===== config.mk =====
export PLATFORM = sky130hd
export DESIGN_NAME = mpot_top
export DESIGN_NICKNAME = d
export VERILOG_FILES = /design/src/common/mpot_pkg.sv /design/src/rtl/mpot_top.sv
export SDC_FILE = /design/constraint.sdc
export NUM_CORES = 1
export LEC_CHECK = 0
export ABC_CLOCK_PERIOD_IN_PS = 13200
export BUFFER_PORTS_ARGS = -buffer_cell sky130_fd_sc_hd__clkbuf_2
export CAP_MARGIN = 5
export CORE_MARGIN = 1
export CORE_UTILIZATION = 30
export CTS_CLUSTER_DIAMETER = 50
export DETAILED_ROUTE_END_ITERATION = 7
export HOLD_SLACK_MARGIN = 0.1
export PLACE_DENSITY = 0.56
export SYNTH_ARGS = -nofsm -noshare
export SYNTH_HDL_FRONTEND = slang
export SYNTH_SLANG_ARGS = --single-unit

===== constraint.sdc =====
create_clock -name aclk -period 13.2 [get_ports aclk]
set_input_delay 1.98 -clock aclk [delete_from_list [all_inputs] [get_ports aclk]]
set_output_delay 1.98 -clock aclk [all_outputs]
set_load 0.03 [all_outputs]

===== src/common/mpot_pkg.sv =====
// Purpose: shared constants and types of the motorized potentiometer
// Assumes: 100 MHz aclk, AXI4-Lite register access, rpm as signed 16-bit
// Notes:   ramp times are held in milliseconds
package mpot_pkg;
   // ==========================================================
   // register map (byte addresses)
   localparam logic [7:0] A_CFG    = 8'h00;
   localparam logic [7:0] A_RUP    = 8'h04;
   localparam logic [7:0] A_RDN    = 8'h08;
   localparam logic [7:0] A_START  = 8'h0c;
   localparam logic [7:0] A_UPPER  = 8'h10;
   localparam logic [7:0] A_LOWER  = 8'h14;
   localparam logic [7:0] A_DMAX   = 8'h18;
   localparam logic [7:0] A_SRC    = 8'h1c;
   localparam logic [7:0] A_PRESET = 8'h20;
   localparam logic [7:0] A_MAIN   = 8'h24;
   localparam logic [7:0] A_STAT   = 8'h28;
   localparam logic [7:0] A_NV     = 8'h2c;
   // ==========================================================
   // option word, bit 0 is retain
   typedef struct packed {
      logic always_calc;
      logic nv_store;
      logic rounding;
      logic auto_ramp;
      logic retain;
   } mpot_opts_t;
   localparam mpot_opts_t OPTS_RST = 5'h06;
   // signal source selectors, four bits each
   typedef struct packed {
      logic [3:0] preset;
      logic [3:0] swap;
      logic [3:0] lower;
      logic [3:0] raise;
   } mpot_src_t;
   localparam mpot_src_t  SRC_RST    = 16'h0000;
   localparam logic [3:0] SRC_ZERO   = 4'h0;
   localparam logic [3:0] SRC_DI0    = 4'h1;
   localparam logic [3:0] SRC_DI_LAST = 4'h8;
   localparam logic [3:0] SRC_KEY_UP = 4'h9;
   localparam logic [3:0] SRC_KEY_DN = 4'ha;
   localparam logic [3:0] SRC_ONE    = 4'hb;
   // ==========================================================
   // reset values and timing
   localparam int          RAMP_DEF_S   = 10;
   localparam int          MS_PER_S     = 1000;
   localparam logic [15:0] RAMP_RST     = 16'(RAMP_DEF_S * MS_PER_S);
   localparam logic [15:0] START_RST    = 16'h0000;
   localparam logic [15:0] UPPER_RST    = 16'h0000;
   localparam logic [15:0] LOWER_RST    = 16'h0000;
   localparam logic [15:0] PRESET_RST   = 16'h0000;
   localparam logic [15:0] DMAX_RST     = 16'h05dc;
   localparam logic [15:0] MAIN_RST     = 16'h0000;
   localparam logic [15:0] MAIN_SEL_MOP = 16'h041a;
   localparam int          CLK_NS       = 10;
   localparam int          MS_NS        = 1000000;
   localparam int          TICK_CYC     = MS_NS / CLK_NS;
   localparam logic [15:0] ROUND_PHASE_MS = 16'h0064;
   localparam logic [1:0]  ROUND_SHIFT_MAX = 2'h3;
   localparam logic [1:0]  RESP_OKAY    = 2'h0;
   localparam logic [1:0]  RESP_SLVERR  = 2'h2;
   typedef enum logic [1:0] {
      DIR_HOLD = 2'b00,
      DIR_UP   = 2'b01,
      DIR_DN   = 2'b10
   } mpot_dir_t;
endpackage : mpot_pkg


===== src/rtl/mpot_top.sv =====
// Purpose: motorized potentiometer setpoint generator with AXI4-Lite regs
// Assumes: all inputs synchronous to aclk; nv image supplied by the system
// Notes:   setpoint moves 1 rpm per step, credit refilled every ms
// ==========================================================
// Summary of operation
// - raise command ramps setpoint up, 10 s default
// - lower command ramps setpoint down, 10 s default
// - rate equals max speed over ramp time
// - switch-on loads start value unless retaining
// - option word resets to binary 00110
// - bit 0 keeps setpoint across switch-off
// - auto mode, bit 1 clear: immediate change
// - mode input high auto, manual ramps unless ramp time is 0
// - bit 2 gives progressive initial rounding
// - bits 3 and 0 save setpoint nonvolatile
// - bit 4 clear: update only with pulses
// - raise source selectable, default constant zero
// - lower source selectable, default constant zero
// - setpoint never above upper limit unless lower limit is higher
// - setpoint never below lower limit
// - selectable source swaps the two limits
// - selectable source loads the preset value
// - output routed when main select is 1050
// - start value becomes setpoint at switch-on, bit 0 clear
`timescale 1ns/1ps
module mpot_top #(
   parameter int TICK_CYC = mpot_pkg::TICK_CYC
) (
   input  wire logic        aclk,
   input  wire logic        aresetn,
   input  wire logic [7:0]  s_axi_awaddr,
   input  wire logic        s_axi_awvalid,
   output logic             s_axi_awready,
   input  wire logic [31:0] s_axi_wdata,
   input  wire logic [3:0]  s_axi_wstrb,
   input  wire logic        s_axi_wvalid,
   output logic             s_axi_wready,
   output logic [1:0]       s_axi_bresp,
   output logic             s_axi_bvalid,
   input  wire logic        s_axi_bready,
   input  wire logic [7:0]  s_axi_araddr,
   input  wire logic        s_axi_arvalid,
   output logic             s_axi_arready,
   output logic [31:0]      s_axi_rdata,
   output logic [1:0]       s_axi_rresp,
   output logic             s_axi_rvalid,
   input  wire logic        s_axi_rready,
   input  wire logic [7:0]  digital_in,
   input  wire logic        panel_key_up,
   input  wire logic        panel_key_down,
   input  wire logic        auto_manual_select,
   input  wire logic        motor_on,
   input  wire logic        pulse_enable,
   input  wire logic        nv_valid,
   input  wire logic [15:0] nv_value,
   output logic [15:0]      setpoint,
   output logic [15:0]      main_setpoint,
   output logic             nv_save,
   output logic [15:0]      nv_data
);
   // ==========================================================
   // functions
   function automatic logic pick(input logic [3:0] code, input logic [7:0] di,
                                 input logic up, input logic dn);
      logic r;
      r = 1'b0;
      if (code >= mpot_pkg::SRC_DI0 && code <= mpot_pkg::SRC_DI_LAST) begin
         r = di[3'(code - mpot_pkg::SRC_DI0)];
      end else if (code == mpot_pkg::SRC_KEY_UP) begin
         r = up;
      end else if (code == mpot_pkg::SRC_KEY_DN) begin
         r = dn;
      end else if (code == mpot_pkg::SRC_ONE) begin
         r = 1'b1;
      end
      return r;
   endfunction : pick

   function automatic logic signed [15:0] clamp(input logic signed [15:0] v,
                                                input logic signed [15:0] lo,
                                                input logic signed [15:0] hi);
      logic signed [15:0] r;
      r = v;
      if (r > hi) begin
         r = hi;
      end
      if (r < lo) begin
         r = lo;
      end
      return r;
   endfunction : clamp

   // ==========================================================
   // registers
   mpot_pkg::mpot_opts_t opts_q;
   mpot_pkg::mpot_src_t  src_q;
   logic [15:0] rup_q, rdn_q, start_q, upper_q, lower_q, dmax_q, preset_q, main_sel_q;
   logic signed [15:0] sp_q, sp_d, retained_q;
   logic [31:0] credit_q;
   logic [31:0] tick_q;
   logic [15:0] held_ms_q;
   logic [1:0]  shift_q;
   logic        motor_on_q, preset_q1, nv_seen_q;
   logic        awready_q, wready_q, bvalid_q, arready_q, rvalid_q;
   logic [1:0]  bresp_q, rresp_q;
   logic [31:0] rdata_q;
   logic [7:0]  awaddr_q;
   logic [31:0] wdata_q;
   logic [15:0] main_q, nv_data_q;
   logic        nv_save_q;
   mpot_pkg::mpot_dir_t dir;

   // ==========================================================
   // command sources and limits
   wire raise_cmd  = pick(src_q.raise, digital_in, panel_key_up, panel_key_down);
   wire lower_cmd  = pick(src_q.lower, digital_in, panel_key_up, panel_key_down);
   wire swap_cmd   = pick(src_q.swap, digital_in, panel_key_up, panel_key_down);
   wire preset_cmd = pick(src_q.preset, digital_in, panel_key_up, panel_key_down);
   wire signed [15:0] hi = swap_cmd ? $signed(lower_q) : $signed(upper_q);
   wire signed [15:0] lo = swap_cmd ? $signed(upper_q) : $signed(lower_q);
   wire on_rise  = motor_on & ~motor_on_q;
   wire off_fall = ~motor_on & motor_on_q;
   wire preset_rise = preset_cmd & ~preset_q1;
   wire calc_en  = pulse_enable | opts_q.always_calc;
   // manual mode ramps unless the ramp time is 0, auto mode only with bit 1
   wire immediate = auto_manual_select & ~opts_q.auto_ramp;
   wire [15:0] ramp_ms = (dir == mpot_pkg::DIR_DN) ? rdn_q : rup_q;
   wire tick = (tick_q == 32'(TICK_CYC - 1));
   // rounding scales the refill by 1/8, 1/4, 1/2 then full
   wire [15:0] refill = opts_q.rounding ? (dmax_q >> shift_q) : dmax_q;
   wire step = (ramp_ms != 16'h0000) && (credit_q >= 32'(ramp_ms)) && !tick;

   // equal or absent commands hold the setpoint
   assign dir = (raise_cmd && !lower_cmd) ? mpot_pkg::DIR_UP :
                (lower_cmd && !raise_cmd) ? mpot_pkg::DIR_DN :
                mpot_pkg::DIR_HOLD;

   // ==========================================================
   // setpoint next value
   always_comb begin
      sp_d = sp_q;
      if (on_rise) begin
         sp_d = opts_q.retain ? retained_q : $signed(start_q);
      end else if (preset_rise) begin
         sp_d = $signed(preset_q);
      end else if (calc_en) begin
         case (dir)
            mpot_pkg::DIR_UP: begin
               if (immediate || rup_q == 16'h0000) begin
                  sp_d = hi;
               end else if (step && sp_q < hi) begin
                  sp_d = sp_q + 16'sh0001;
               end
            end
            mpot_pkg::DIR_DN: begin
               if (immediate || rdn_q == 16'h0000) begin
                  sp_d = lo;
               end else if (step && sp_q > lo) begin
                  sp_d = sp_q - 16'sh0001;
               end
            end
            default: begin
               sp_d = sp_q;
            end
         endcase
      end
      sp_d = clamp(sp_d, lo, hi);
   end

   // ==========================================================
   // ramp credit: each ms adds refill (dmax, scaled down while rounding), each step spends ramp_ms
   always_ff @(posedge aclk) begin
      if (!aresetn || dir == mpot_pkg::DIR_HOLD || !calc_en) begin
         credit_q  <= 32'h0000_0000;
         held_ms_q <= 16'h0000;
         shift_q   <= mpot_pkg::ROUND_SHIFT_MAX;
      end else if (tick) begin
         credit_q  <= credit_q + 32'(refill);
         held_ms_q <= (held_ms_q == mpot_pkg::ROUND_PHASE_MS) ? 16'h0000
                                                               : held_ms_q + 16'h0001;
         if (held_ms_q == mpot_pkg::ROUND_PHASE_MS && shift_q != 2'h0) begin
            shift_q <= shift_q - 2'h1;
         end
      end else if (step) begin
         credit_q <= credit_q - 32'(ramp_ms);
      end
   end

   always_ff @(posedge aclk) begin
      if (!aresetn || tick) begin
         tick_q <= 32'h0000_0000;
      end else begin
         tick_q <= tick_q + 32'h0000_0001;
      end
   end

   // ==========================================================
   // setpoint, retention and outputs
   always_ff @(posedge aclk) begin
      if (!aresetn) begin
         sp_q       <= 16'sh0000;
         retained_q <= 16'sh0000;
         motor_on_q <= 1'b0;
         preset_q1  <= 1'b0;
         nv_seen_q  <= 1'b0;
         nv_save_q  <= 1'b0;
         nv_data_q  <= 16'h0000;
         main_q     <= 16'h0000;
      end else begin
         sp_q       <= sp_d;
         motor_on_q <= motor_on;
         preset_q1  <= preset_cmd;
         nv_save_q  <= 1'b0;
         // nv image is taken once, after reset release
         if (nv_valid && !nv_seen_q) begin
            nv_seen_q  <= 1'b1;
            retained_q <= $signed(nv_value);
         end else if (off_fall) begin
            retained_q <= sp_q;
         end
         if (off_fall && opts_q.retain && opts_q.nv_store) begin
            nv_save_q <= 1'b1;
            nv_data_q <= sp_q;
         end
         main_q <= (main_sel_q == mpot_pkg::MAIN_SEL_MOP) ? sp_q : 16'h0000;
      end
   end

   assign setpoint      = sp_q;
   assign main_setpoint = main_q;
   assign nv_save       = nv_save_q;
   assign nv_data       = nv_data_q;

   // ==========================================================
   // AXI4-Lite write channel
   wire wr_fire = !awready_q && !wready_q && !bvalid_q;
   wire [15:0] wlo = wdata_q[15:0];
   wire wr_hit = (awaddr_q <= mpot_pkg::A_MAIN) && (awaddr_q[1:0] == 2'h0);

   always_ff @(posedge aclk) begin
      if (!aresetn) begin
         awready_q <= 1'b1;
         wready_q  <= 1'b1;
         bvalid_q  <= 1'b0;
         bresp_q   <= mpot_pkg::RESP_OKAY;
         awaddr_q  <= 8'h00;
         wdata_q   <= 32'h0000_0000;
      end else begin
         if (awready_q && s_axi_awvalid) begin
            awready_q <= 1'b0;
            awaddr_q  <= s_axi_awaddr;
         end
         if (wready_q && s_axi_wvalid) begin
            wready_q <= 1'b0;
            wdata_q  <= s_axi_wdata;
         end
         if (wr_fire) begin
            bvalid_q <= 1'b1;
            bresp_q  <= wr_hit ? mpot_pkg::RESP_OKAY : mpot_pkg::RESP_SLVERR;
         end
         if (bvalid_q && s_axi_bready) begin
            bvalid_q  <= 1'b0;
            awready_q <= 1'b1;
            wready_q  <= 1'b1;
         end
      end
   end

   // byte strobes ignored: every field fits the low half-word
   always_ff @(posedge aclk) begin
      if (!aresetn) begin
         opts_q     <= mpot_pkg::OPTS_RST;
         rup_q      <= mpot_pkg::RAMP_RST;
         rdn_q      <= mpot_pkg::RAMP_RST;
         start_q    <= mpot_pkg::START_RST;
         upper_q    <= mpot_pkg::UPPER_RST;
         lower_q    <= mpot_pkg::LOWER_RST;
         dmax_q     <= mpot_pkg::DMAX_RST;
         src_q      <= mpot_pkg::SRC_RST;
         preset_q   <= mpot_pkg::PRESET_RST;
         main_sel_q <= mpot_pkg::MAIN_RST;
      end else if (wr_fire) begin
         if (awaddr_q == mpot_pkg::A_CFG) begin
            opts_q <= wlo[4:0];
         end else if (awaddr_q == mpot_pkg::A_RUP) begin
            rup_q <= wlo;
         end else if (awaddr_q == mpot_pkg::A_RDN) begin
            rdn_q <= wlo;
         end else if (awaddr_q == mpot_pkg::A_START) begin
            start_q <= wlo;
         end else if (awaddr_q == mpot_pkg::A_UPPER) begin
            upper_q <= wlo;
         end else if (awaddr_q == mpot_pkg::A_LOWER) begin
            lower_q <= wlo;
         end else if (awaddr_q == mpot_pkg::A_DMAX) begin
            dmax_q <= wlo;
         end else if (awaddr_q == mpot_pkg::A_SRC) begin
            src_q <= wlo;
         end else if (awaddr_q == mpot_pkg::A_PRESET) begin
            preset_q <= wlo;
         end else if (awaddr_q == mpot_pkg::A_MAIN) begin
            main_sel_q <= wlo;
         end
      end
   end

   // ==========================================================
   // AXI4-Lite read channel
   logic [31:0] rd_mux;
   logic        rd_hit;
   always_comb begin
      rd_hit = 1'b1;
      if (s_axi_araddr == mpot_pkg::A_CFG) begin
         rd_mux = {27'h0, opts_q};
      end else if (s_axi_araddr == mpot_pkg::A_RUP) begin
         rd_mux = {16'h0, rup_q};
      end else if (s_axi_araddr == mpot_pkg::A_RDN) begin
         rd_mux = {16'h0, rdn_q};
      end else if (s_axi_araddr == mpot_pkg::A_START) begin
         rd_mux = {16'h0, start_q};
      end else if (s_axi_araddr == mpot_pkg::A_UPPER) begin
         rd_mux = {16'h0, upper_q};
      end else if (s_axi_araddr == mpot_pkg::A_LOWER) begin
         rd_mux = {16'h0, lower_q};
      end else if (s_axi_araddr == mpot_pkg::A_DMAX) begin
         rd_mux = {16'h0, dmax_q};
      end else if (s_axi_araddr == mpot_pkg::A_SRC) begin
         rd_mux = {16'h0, src_q};
      end else if (s_axi_araddr == mpot_pkg::A_PRESET) begin
         rd_mux = {16'h0, preset_q};
      end else if (s_axi_araddr == mpot_pkg::A_MAIN) begin
         rd_mux = {16'h0, main_sel_q};
      end else if (s_axi_araddr == mpot_pkg::A_STAT) begin
         rd_mux = {11'h0, motor_on_q, swap_cmd, lower_cmd, raise_cmd, calc_en, sp_q};
      end else if (s_axi_araddr == mpot_pkg::A_NV) begin
         rd_mux = {16'h0, retained_q};
      end else begin
         rd_mux = 32'h0000_0000;
         rd_hit = 1'b0;
      end
   end

   always_ff @(posedge aclk) begin
      if (!aresetn) begin
         arready_q <= 1'b1;
         rvalid_q  <= 1'b0;
         rdata_q   <= 32'h0000_0000;
         rresp_q   <= mpot_pkg::RESP_OKAY;
      end else if (arready_q && s_axi_arvalid) begin
         arready_q <= 1'b0;
         rvalid_q  <= 1'b1;
         rdata_q   <= rd_mux;
         rresp_q   <= rd_hit ? mpot_pkg::RESP_OKAY : mpot_pkg::RESP_SLVERR;
      end else if (rvalid_q && s_axi_rready) begin
         arready_q <= 1'b1;
         rvalid_q  <= 1'b0;
      end
   end

   assign s_axi_awready = awready_q;
   assign s_axi_wready  = wready_q;
   assign s_axi_bvalid  = bvalid_q;
   assign s_axi_bresp   = bresp_q;
   assign s_axi_arready = arready_q;
   assign s_axi_rvalid  = rvalid_q;
   assign s_axi_rdata   = rdata_q;
   assign s_axi_rresp   = rresp_q;

   wire quiet = !on_rise && !preset_rise && (sp_q >= lo) && (sp_q <= hi);
endmodule : mpot_top


# Word level (Yosys, flattened, before mapping)

Cells that the tools add are included.

Flip-flop bits (word level): 364
Latch bits: 0
Bits in writable memories: 0
Memory bits (read-only): 0
Bits of input ports: 89
Output and inout port bits: 90
Word-level logic and storage cells: 262
Memories: 0

Add/subtract/negate cells: 11
$mul: 0
Div/mod/pow operators: 0
Magnitude comparators: 18
Equality and inequality tests: 37
Shift-type cells: 1
Muxes and demuxes: 77
Bitwise logic cells: 19
Reduce and logical (&&, ||, !) cells: 60

Operators with widths:

| operator                | number |
|---|---|
| $mux W16                | 18 |
| $mux W21                | 11 |
| $eq A8 B5 Y1 const B    | 8 |
| $mux W32                | 2 |
| $eq A4 B4 Y1 const B    | 12 |
| $eq A8 B6 Y1 const B    | 6 |
| $mux W1                 | 37 |
| $add A32 B1 Y32 const B | 1 |
| $add A32 B16 Y32        | 1 |
| $eq A32 B17 Y1 const B  | 1 |
| $eq A8 B4 Y1 const B    | 4 |
| $ge A32 B16 Y1          | 1 |
| $gt A16 B16 Y1          | 2 |
| $logic_not A16 Y1       | 2 |
| $lt A16 B16 Y1          | 2 |
| $pmux W16 S2            | 1 |
| $sub A32 B16 Y32        | 1 |
| $logic_and A1 B1 Y1     | 22 |
| $add A16 B1 Y16 const B | 1 |
| $add A16 B2 Y16 const B | 1 |
| $eq A16 B11 Y1 const B  | 1 |
| $eq A16 B7 Y1 const B   | 1 |
| $eq A8 B3 Y1 const B    | 2 |
| $ge A4 B1 Y1 const B    | 4 |
| other kinds (31)        | 81 |

# Logic depth before layout (Yosys ltp)

Gate-level depths: netlist of the first run.

Depth after elaboration: 25
Gate-level depth with buffers: 55
Gate-level depth less buffers: 47

# Worst setup path after synthesis of the first run

OpenSTA, ideal clock, no wires.

Path kind: input to register
Start point: input digital_in[0]
End point: register sp_q[10] (netlist: setpoint[10])
Library setup time: 0.065 ns
Arrival: 11.474 ns
Data required time: 13.135 ns
Slack: 1.661 ns
Stages on the path: 45
Path buffers: 7
Path through: mux4_2 > mux2_2 > a21oi_1 > nor2_1 > a22oi_1 > ha_1 > buf_2 > clkbuf_1 > clkbuf_1 > mux2_2 > ha_1 > fa_1 > nor2b_1 > o31ai_1 > a41o_1 > nand4_1 > nand3_1 > and3_1 > (+9 left out) > a21oi_1 > o211ai_1 > o21ai_1 > clkbuf_1 > nor2_1 > a211o_1 > ha_1 > a21oi_1 > nor2b_1 > o21ai_0 > nand2b_1 > a21oi_1 > o21ai_0 > mux2_2 > o41ai_2 > buf_6 > mux2_1 > nor2_1

Longest elaborated chain between the ends: 23
Elaborated cells on any way between the ends: 44
Those cells by class: order compare: 5; eq/ne: 2; mux: 27; bitwise: 1; reduce/logical: 9

RTL lines:

| item                          | line                             | RTL |
|---|---|---|
| start, declared               | mpot_top.sv:48                   | `input wire logic [7:0] digital_in,` |
| $bmux W1 S3                   | mpot_top.sv:68                   | `r = di[3'(code - mpot_pkg::SRC_DI0)];` |
| $mux W1 (not written as such) | mpot_top.sv:68                   |  |
| $mux W1                       | mpot_top.sv:67                   | `if (code >= mpot_pkg::SRC_DI0 && code <= mpot_pkg::SRC_DI_LAST) begin` |
| $logic_not A1 Y1              | mpot_top.sv:135                  | `(lower_cmd && !raise_cmd) ? mpot_pkg::DIR_DN :` |
| $logic_and A1 B1 Y1           | mpot_top.sv:135                  |  |
| $mux W2                       | mpot_top.sv:135                  |  |
| $mux W2                       | mpot_top.sv:134                  | `assign dir = (raise_cmd && !lower_cmd) ? mpot_pkg::DIR_UP :` |
| $eq A2 B2 Y1                  | mpot_top.sv:127, mpot_top.sv:147 |  |
| (+7 left out)                 | --                               |  |
| $pmux W16 S2                  | mpot_top.sv:147                  | `case (dir)` |
| $mux W16                      | mpot_top.sv:146                  | `end else if (calc_en) begin` |
| $mux W16                      | mpot_top.sv:144                  | `end else if (preset_rise) begin` |
| $mux W16                      | mpot_top.sv:142                  | `if (on_rise) begin` |
| $gt A16 B16 Y1                | mpot_top.sv:84                   | `if (r > hi) begin` |
| $mux W16                      | mpot_top.sv:84                   |  |
| $lt A16 B16 Y1                | mpot_top.sv:87                   | `if (r < lo) begin` |
| $mux W16 (*)                  | mpot_top.sv:87                   |  |
| end signal, assigned          | mpot_top.sv:210                  | `sp_q <= sp_d;` |
| end, declared                 | mpot_top.sv:98                   | `logic signed [15:0] sp_q, sp_d, retained_q;` |

Every way passes the cells marked *; elsewhere a longest branch is shown, timed or not. The select of a mux whose other input is x is not followed.
A chain may end at the register's enable or synchronous reset.

# Worst setup path after layout of the first run

Start point: input digital_in[0]
End point: register sp_q[3] (netlist: setpoint[3])

Same word-level chain as after synthesis.

==> results of run 1 <==
## stage by stage
step	hold slack, ns	total power [mW]	utilization (%)	instance area (sq um)
floorplan	0.4263	1.903	-	21940
global placement	0.4381	2.187	32.83	23590
detailed placement	0.4462	2.191	32.83	23590
CTS	0.4547	3.636	35.31	25370
global route	0.4746	3.813	35.31	25370
finish	0.4549	3.637	35.32	25380
## layer usage
metal	wire length (um)	GRT usage, %	vias to the layer above
met1	38260	31.76	10220
li1	-	-	10220
met4	3731	9.240	2
met2	35720	33.00	1002
met5	17	0	-
met3	7438	3.729	194
## path summary, 6_finish.rpt
| kind | from | endpoint | slack, ns | cells after the start |
|---|---|---|---|---|
| max | digital_in[0] | setpoint[3] | 0.94 | 42 |
| min | nv_data[15] | nv_data[15] | 0.45 | 2 |
| max reg2reg | src_q[8] | setpoint[3] | 1.58 | 42 |
| min reg2reg | nv_data[15] | nv_data[15] | 0.45 | 2 |
## cell usage after synthesis (all sizes together) (20+ instances only)
library cell,instances
mux2,20
inv,73
and3,26
a211oi,54
nor2,295
nor4,29
a31oi,27
buf,34
nor2b,26
a22oi,22
nand2,404
or3,25
nand2b,30
xnor2,44
mux2i,165
nand3,111
nand4,35
o21ai,136
nor3,46
ha,122
dfxtp,351
clkbuf,151
a222oi,21
xor2,30
a21oi,237
and2,31
## cells in the final DEF (no fill, tap or decap), drive strengths merged, types with 13 or more instances in the layout
cell type	netlist	layout
and3	26	26
nand2b	30	30
buf	34	60
nand2	404	404
or2	16	16
xnor2	44	44
or3	25	25
and2	31	31
nor2	295	295
nor4	29	29
conb	1	13
o21a	13	13
nand4	35	35
a31oi	27	27
inv	73	84
mux2	20	20
a21o	19	19
xor2	30	30
dfxtp	351	351
mux2i	165	165
a222oi	21	21
nand3	111	111
o22ai	14	14
o21ai	136	136
a22oi	22	22
a211oi	54	54
a21oi	237	237
a221oi	15	15
nor2b	26	26
nor3	46	46
clkbuf	151	208
ha	122	122
## power groups by stage
stage | clock (mW) | sequential [mW] | combinational, mW
2_1_floorplan | 0 | 1.18 | 0.723
3_3_place_gp | 0 | 1.20 | 0.988
3_5_place_dp | 0 | 1.20 | 0.991
4_1_cts | 1.46 | 1.18 | 0.995
5_1_grt | 1.51 | 1.18 | 1.12
6_report | 1.44 | 1.18 | 1.01
## worst register-to-register path: cells and delay by family, from the launching register on
family / cells / cell delay, ns
buffers and inverters: 6 / 1.45
adders and majority gates: 4 / 1.29
AOI/OAI and AO/OA: 12 / 3.40
muxes: 4 / 1.54
and+or+nand+nor: 16 / 3.30
DFF: 1 / 0.61
## cell families (layout without fill, tap and decap cells)
| kind of cell | Yosys count | count (layout) |
|---|---|---|
| and+or+nand+nor | 1116 | 1116 |
| xor gates and xnor gates | 74 | 74 |
| AOI/OAI and AO/OA | 681 | 681 |
| muxes | 193 | 193 |
| DFF | 351 | 351 |
| other | 1 | 14 |
| adders and majority gates | 124 | 124 |
| buffers and inverters | 259 | 372 |
## cell type report
| class | count | share of cell area (%) |
|---|---|---|
| Timing Repair Buffer | 205 | 4.684 |
| Inverter | 74 | 1.114 |
| Multi-Input combinational cell | 2201 | 54.78 |
| Sequential cell | 351 | 27.69 |
| Clock inverter | 30 | 1.627 |
| Clock buffer | 63 | 5.409 |
| Tap cell | 950 | 4.684 |
| Antenna cell | 1 | 0.009861 |
==> metrics.csv, run 1 <==
metric,value,unit
switch share,34.56,%
Rel. slew slack,19.57,%
chip height,272.2,um
complex-gate fraction of the synthesized area,20.06,%
Boundary Pins,179,
Leak,10.00,nW
Synth cell types,90,
ys async rst share,0,%
Routed Antenna Nets,0,
Initial Utilization,30.47,%
number of setup buffers added after CTS,0,
first-pass GRT wire length,126300,um
mux cell area share after synthesis,9.411,%
total negative setup slack,0,ns
"area leader, netlist",dfxtp_1,
final setup violating endpoints,0,
Seq pwr share,32.5,%
Place WS,0.5285,ns
measured slew at the worst slew-check pin,1.205,ns
Fillers,7658,
Placed Instances,3781,
Setup WS post-layout,0.9410,ns
simple-gate portion of the synthesized area,23.46,%
WL/cell,21.98,um
Area contributors post-synth,"dfxtp_1, mux2i_1, ha_1, nand2_1, a21oi_1",
die area,0.07407,sq mm
multi-input logic area,0.01390,sq mm
Worst Skew,0.03979,ns
vias in the first global route,19690,
status,"finished, final reports clean",
core footprint,0.07185,sq mm
Finished Layout Cells,3875,
# DRC,0,
final wirelength,85170,um
post-synthesis sequential area ratio,32.09,%
largest family of logic cells by synthesized area,simple AND/OR/NAND/NOR gates,
Pint,2.380,mW
gpl congestion,0.9855,
Max Transition Viols Final,0,
crit-path max FO,24,
overall global routing resource usage,22.31,%
Layout area overhead,15.90,%
Worst-path clk slew,0.06,ns
CTS Buf Count,50,
site row count,98,
CTS Buffer Depth,3,
Post-synth top flop,dfxtp_1,
XOR/XNOR Fraction of Synth Area,2.960,%
worst hold path type,reg -> reg,
CTS Hold Bufs,0,
share of the synthesized area in the top cell type,32.09,%
final hold viol count,0,
vias,21640,
Sink Count,351,
initial DRC count,2286,
Max-Cap Viols,0,
Vias/cell,5.586,
TritonCTS clock tree,yes,
port bufs,145,
CTS-repair resized insts,0,
Synth Area in Adders,7.154,%
final period utilization,92.87,%
crit path launch type,input pin,
FMAX,81.57,MHz
clock latency on the worst-skew pair,0.60,ns
Final min period,12.26,ns
Mapped Avg Cell Area,7.823,sq um
CTS root buf,clkbuf_16,
pwr dens,143.3,mW/mm^2
Pre-Repair DR Iteration Count,6,
Crit path arrival time,12.81,ns
Post-synth EDFFs,0,
layout cells sized above 1,12.59,%
fin nets,3096,
register area,0.007027,sq mm
H-Tree Depth,2,
synthesized area,0.02190,sq mm
crit end category,register,
Syn Inst Count,2799,
RSZ-0062 raised after global routing,false,
"slowest stage delay, CP",1.03,ns
DIE WIDTH,272.2,um
synthesized flop and latch total,351,
clock power share,39.7,%
Peak VDD IR,115.2,uV
Critical Path RT,13.75,ns
"Warnings, synthesis",0,
Buf/Inv on CP,7,
power share of the combinational group,27.9,%
initial antenna violation count,2,
grt ovf,0,
"delay-heaviest family, CP",compound AO/OA/AOI/OAI gates,
CP Class,in -> reg,
net switching power,1.257,mW
slowest CP cell,o41ai_4,
HPWL after DPL,62930,um
largest net degree at the start of global routing,151,
No activity file was read; power rests on OpenSTA's default activity.
==> run 2, diff against run 1 <==
--- a/config.mk
+++ b/config.mk
@@ -14,6 +14,7 @@
 export DETAILED_ROUTE_END_ITERATION = 7
 export HOLD_SLACK_MARGIN = 0.1
 export PLACE_DENSITY = 0.56
+export RECOVER_POWER = 25
 export SYNTH_ARGS = -nofsm -noshare
 export SYNTH_HDL_FRONTEND = slang
 export SYNTH_SLANG_ARGS = --single-unit
==> metrics.csv, run 2 (synthesized netlist as in run 1, its figures left out) <==
metric,value,unit,change
final period utilization,93.50,%,was 92.87%
grt ovf,0,,unchanged
Critical Path RT,13.63,ns,was 13.75 ns
Worst Skew,0.04322,ns,was 0.03979 ns
Layout area overhead,15.67,%,was 15.90%
Crit path arrival time,12.77,ns,was 12.81 ns
first-pass GRT wire length,126300,um,unchanged
WL/cell,21.99,um,was 21.98 um
RSZ-0062 raised after global routing,false,,unchanged
TritonCTS clock tree,yes,,unchanged
crit path launch type,input pin,,unchanged
final wirelength,85170,um,about the same
WL met1,37910,um,was 38260 um
CP Class,in -> reg,,unchanged
Final min period,12.34,ns,was 12.26 ns
Routed Antenna Nets,0,,unchanged
fin nets,3096,,unchanged
Vias/cell,5.592,,was 5.586
CTS Hold Bufs,0,,unchanged
slowest CP cell,o41ai_4,,unchanged
CTS Buf Count,50,,unchanged
chip height,272.2,um,unchanged
H-Tree Depth,2,,unchanged
measured slew at the worst slew-check pin,2.910,ns,was 1.205 ns
vias in the first global route,19690,,unchanged
"commonest non-fill, non-tap cell in the layout",nand2_1,,unchanged
Max-Cap Viols,1,,was 0
worst hold path type,reg -> reg,,unchanged
Leak,9.878,nW,was 10.00 nW
crit end category,register,,unchanged
FMAX,81.02,MHz,was 81.57 MHz
crit-path max FO,24,,unchanged
layout cells sized above 1,11.39,%,was 12.59%
core footprint,0.07185,sq mm,unchanged
vias,21670,,was 21640
HPWL after DPL,62930,um,unchanged
CTS-repair resized insts,0,,unchanged
# DRC,0,,unchanged
Pre-Repair DR Iteration Count,8,,was 6
number of setup buffers added after CTS,0,,unchanged
largest net degree at the start of global routing,151,,unchanged
Max Transition Viols Final,67,,was 0
"most used cell, CP",nor2_1,,
overall global routing resource usage,22.31,%,unchanged
Hold WS,0.4538,ns,was 0.4549 ns
CTS root buf,clkbuf_16,,unchanged
initial DRC count,2341,,was 2286
site row count,98,,unchanged
most frequent cells in the layout,"nand2_1, dfxtp_1, nor2_1, a21oi_1, mux2i_1",,unchanged
"slowest stage delay, CP",1.04,ns,was 1.03 ns
clock latency on the worst-skew pair,0.61,ns,was 0.60 ns
Design Power,3.638,mW,was 3.637 mW
Worst-path clk slew,0.06,ns,about the same
die area,0.07407,sq mm,unchanged
Initial Utilization,30.47,%,unchanged
CTS Buffer Depth,3,,unchanged
total negative setup slack,0,ns,unchanged
final setup violating endpoints,0,,unchanged
initial antenna violation count,2,,unchanged
gpl congestion,0.9855,,unchanged
port bufs,145,,unchanged
met3 wire length,7822,um,was 7438 um
DIE WIDTH,272.2,um,unchanged
final hold viol count,0,,unchanged
top sig layer,met5,,unchanged
antenna diode count,0,,was 1
WL met2,35700,um,was 35720 um
Boundary Pins,179,,unchanged
Fillers,7670,,was 7658
status,"complete, but fails checks",,"was finished, final reports clean"
failing checks,"max-capacitance violations, max-slew violations",,
pwr dens,143.6,mW/mm^2,was 143.3 mW/mm^2
Rel. slew slack,-95.04,%,was 19.57%
Sink Count,351,,unchanged
Peak VDD IR,115.9,uV,was 115.2 uV
-- run 2: final timing paths --
| kind | from | endpoint | slack (ns) | cells past startpoint |
|---|---|---|---|---|
| worst max register to register | src_q[8] | setpoint[10] | 1.47 | 41 |
| worst max-delay path | digital_in[0] | setpoint[10] | 0.86 | 43 |
| worst min register to register | nv_data[15] | nv_data[15] | 0.45 | 2 |
| worst min-delay path | nv_data[15] | nv_data[15] | 0.45 | 2 |
-- run 2: power breakdown --
group          total, mW  switching [mW]  internal, mW
logic               1.01           0.613         0.400
clock network       1.44           0.558         0.886
registers           1.18          0.0868          1.09
-- run 2: cell type report --
class / count / area [sq um] / share of cell area [%]
Multi-Input combinational cell: 2201 / 13900 / 54.89
Tap cell: 950 / 1189 / 4.693
Clock buffer: 63 / 1373 / 5.419
Clock inverter: 30 / 412.9 / 1.630
Inverter: 74 / 279.0 / 1.102
Sequential cell: 351 / 7027 / 27.74
Timing Repair Buffer: 205 / 1145 / 4.520
-- run 2: per-stage QoR --
stage	utilization, %	std cells	instance area, sq um	worst slack (ns)
after CTS	35.31	3874	25370	1.096
after global placement	32.83	3781	23590	0.7040
final	35.25	3874	25330	0.8576
after detailed placement	32.83	3781	23590	0.5285
after floorplan	-	2811	21940	1.661
after global routing	35.25	3874	25330	0.009123
-- run 2: layer usage --
metal | vias up | track usage, %
li1 | 10210 | -
met1 | 10230 | 31.76
met2 | 1034 | 33.00
met3 | 188 | 3.729
met4 | 2 | 9.240
met5 | - | 0
-- run 2: critical path, delay by kind of cell --
kind / cells / cell delay (ns)
compound gates: 10 / 3.05
simple gates: 18 / 3.03
mux: 5 / 1.96
fa+ha+maj: 4 / 1.41
buf+inv: 6 / 1.28
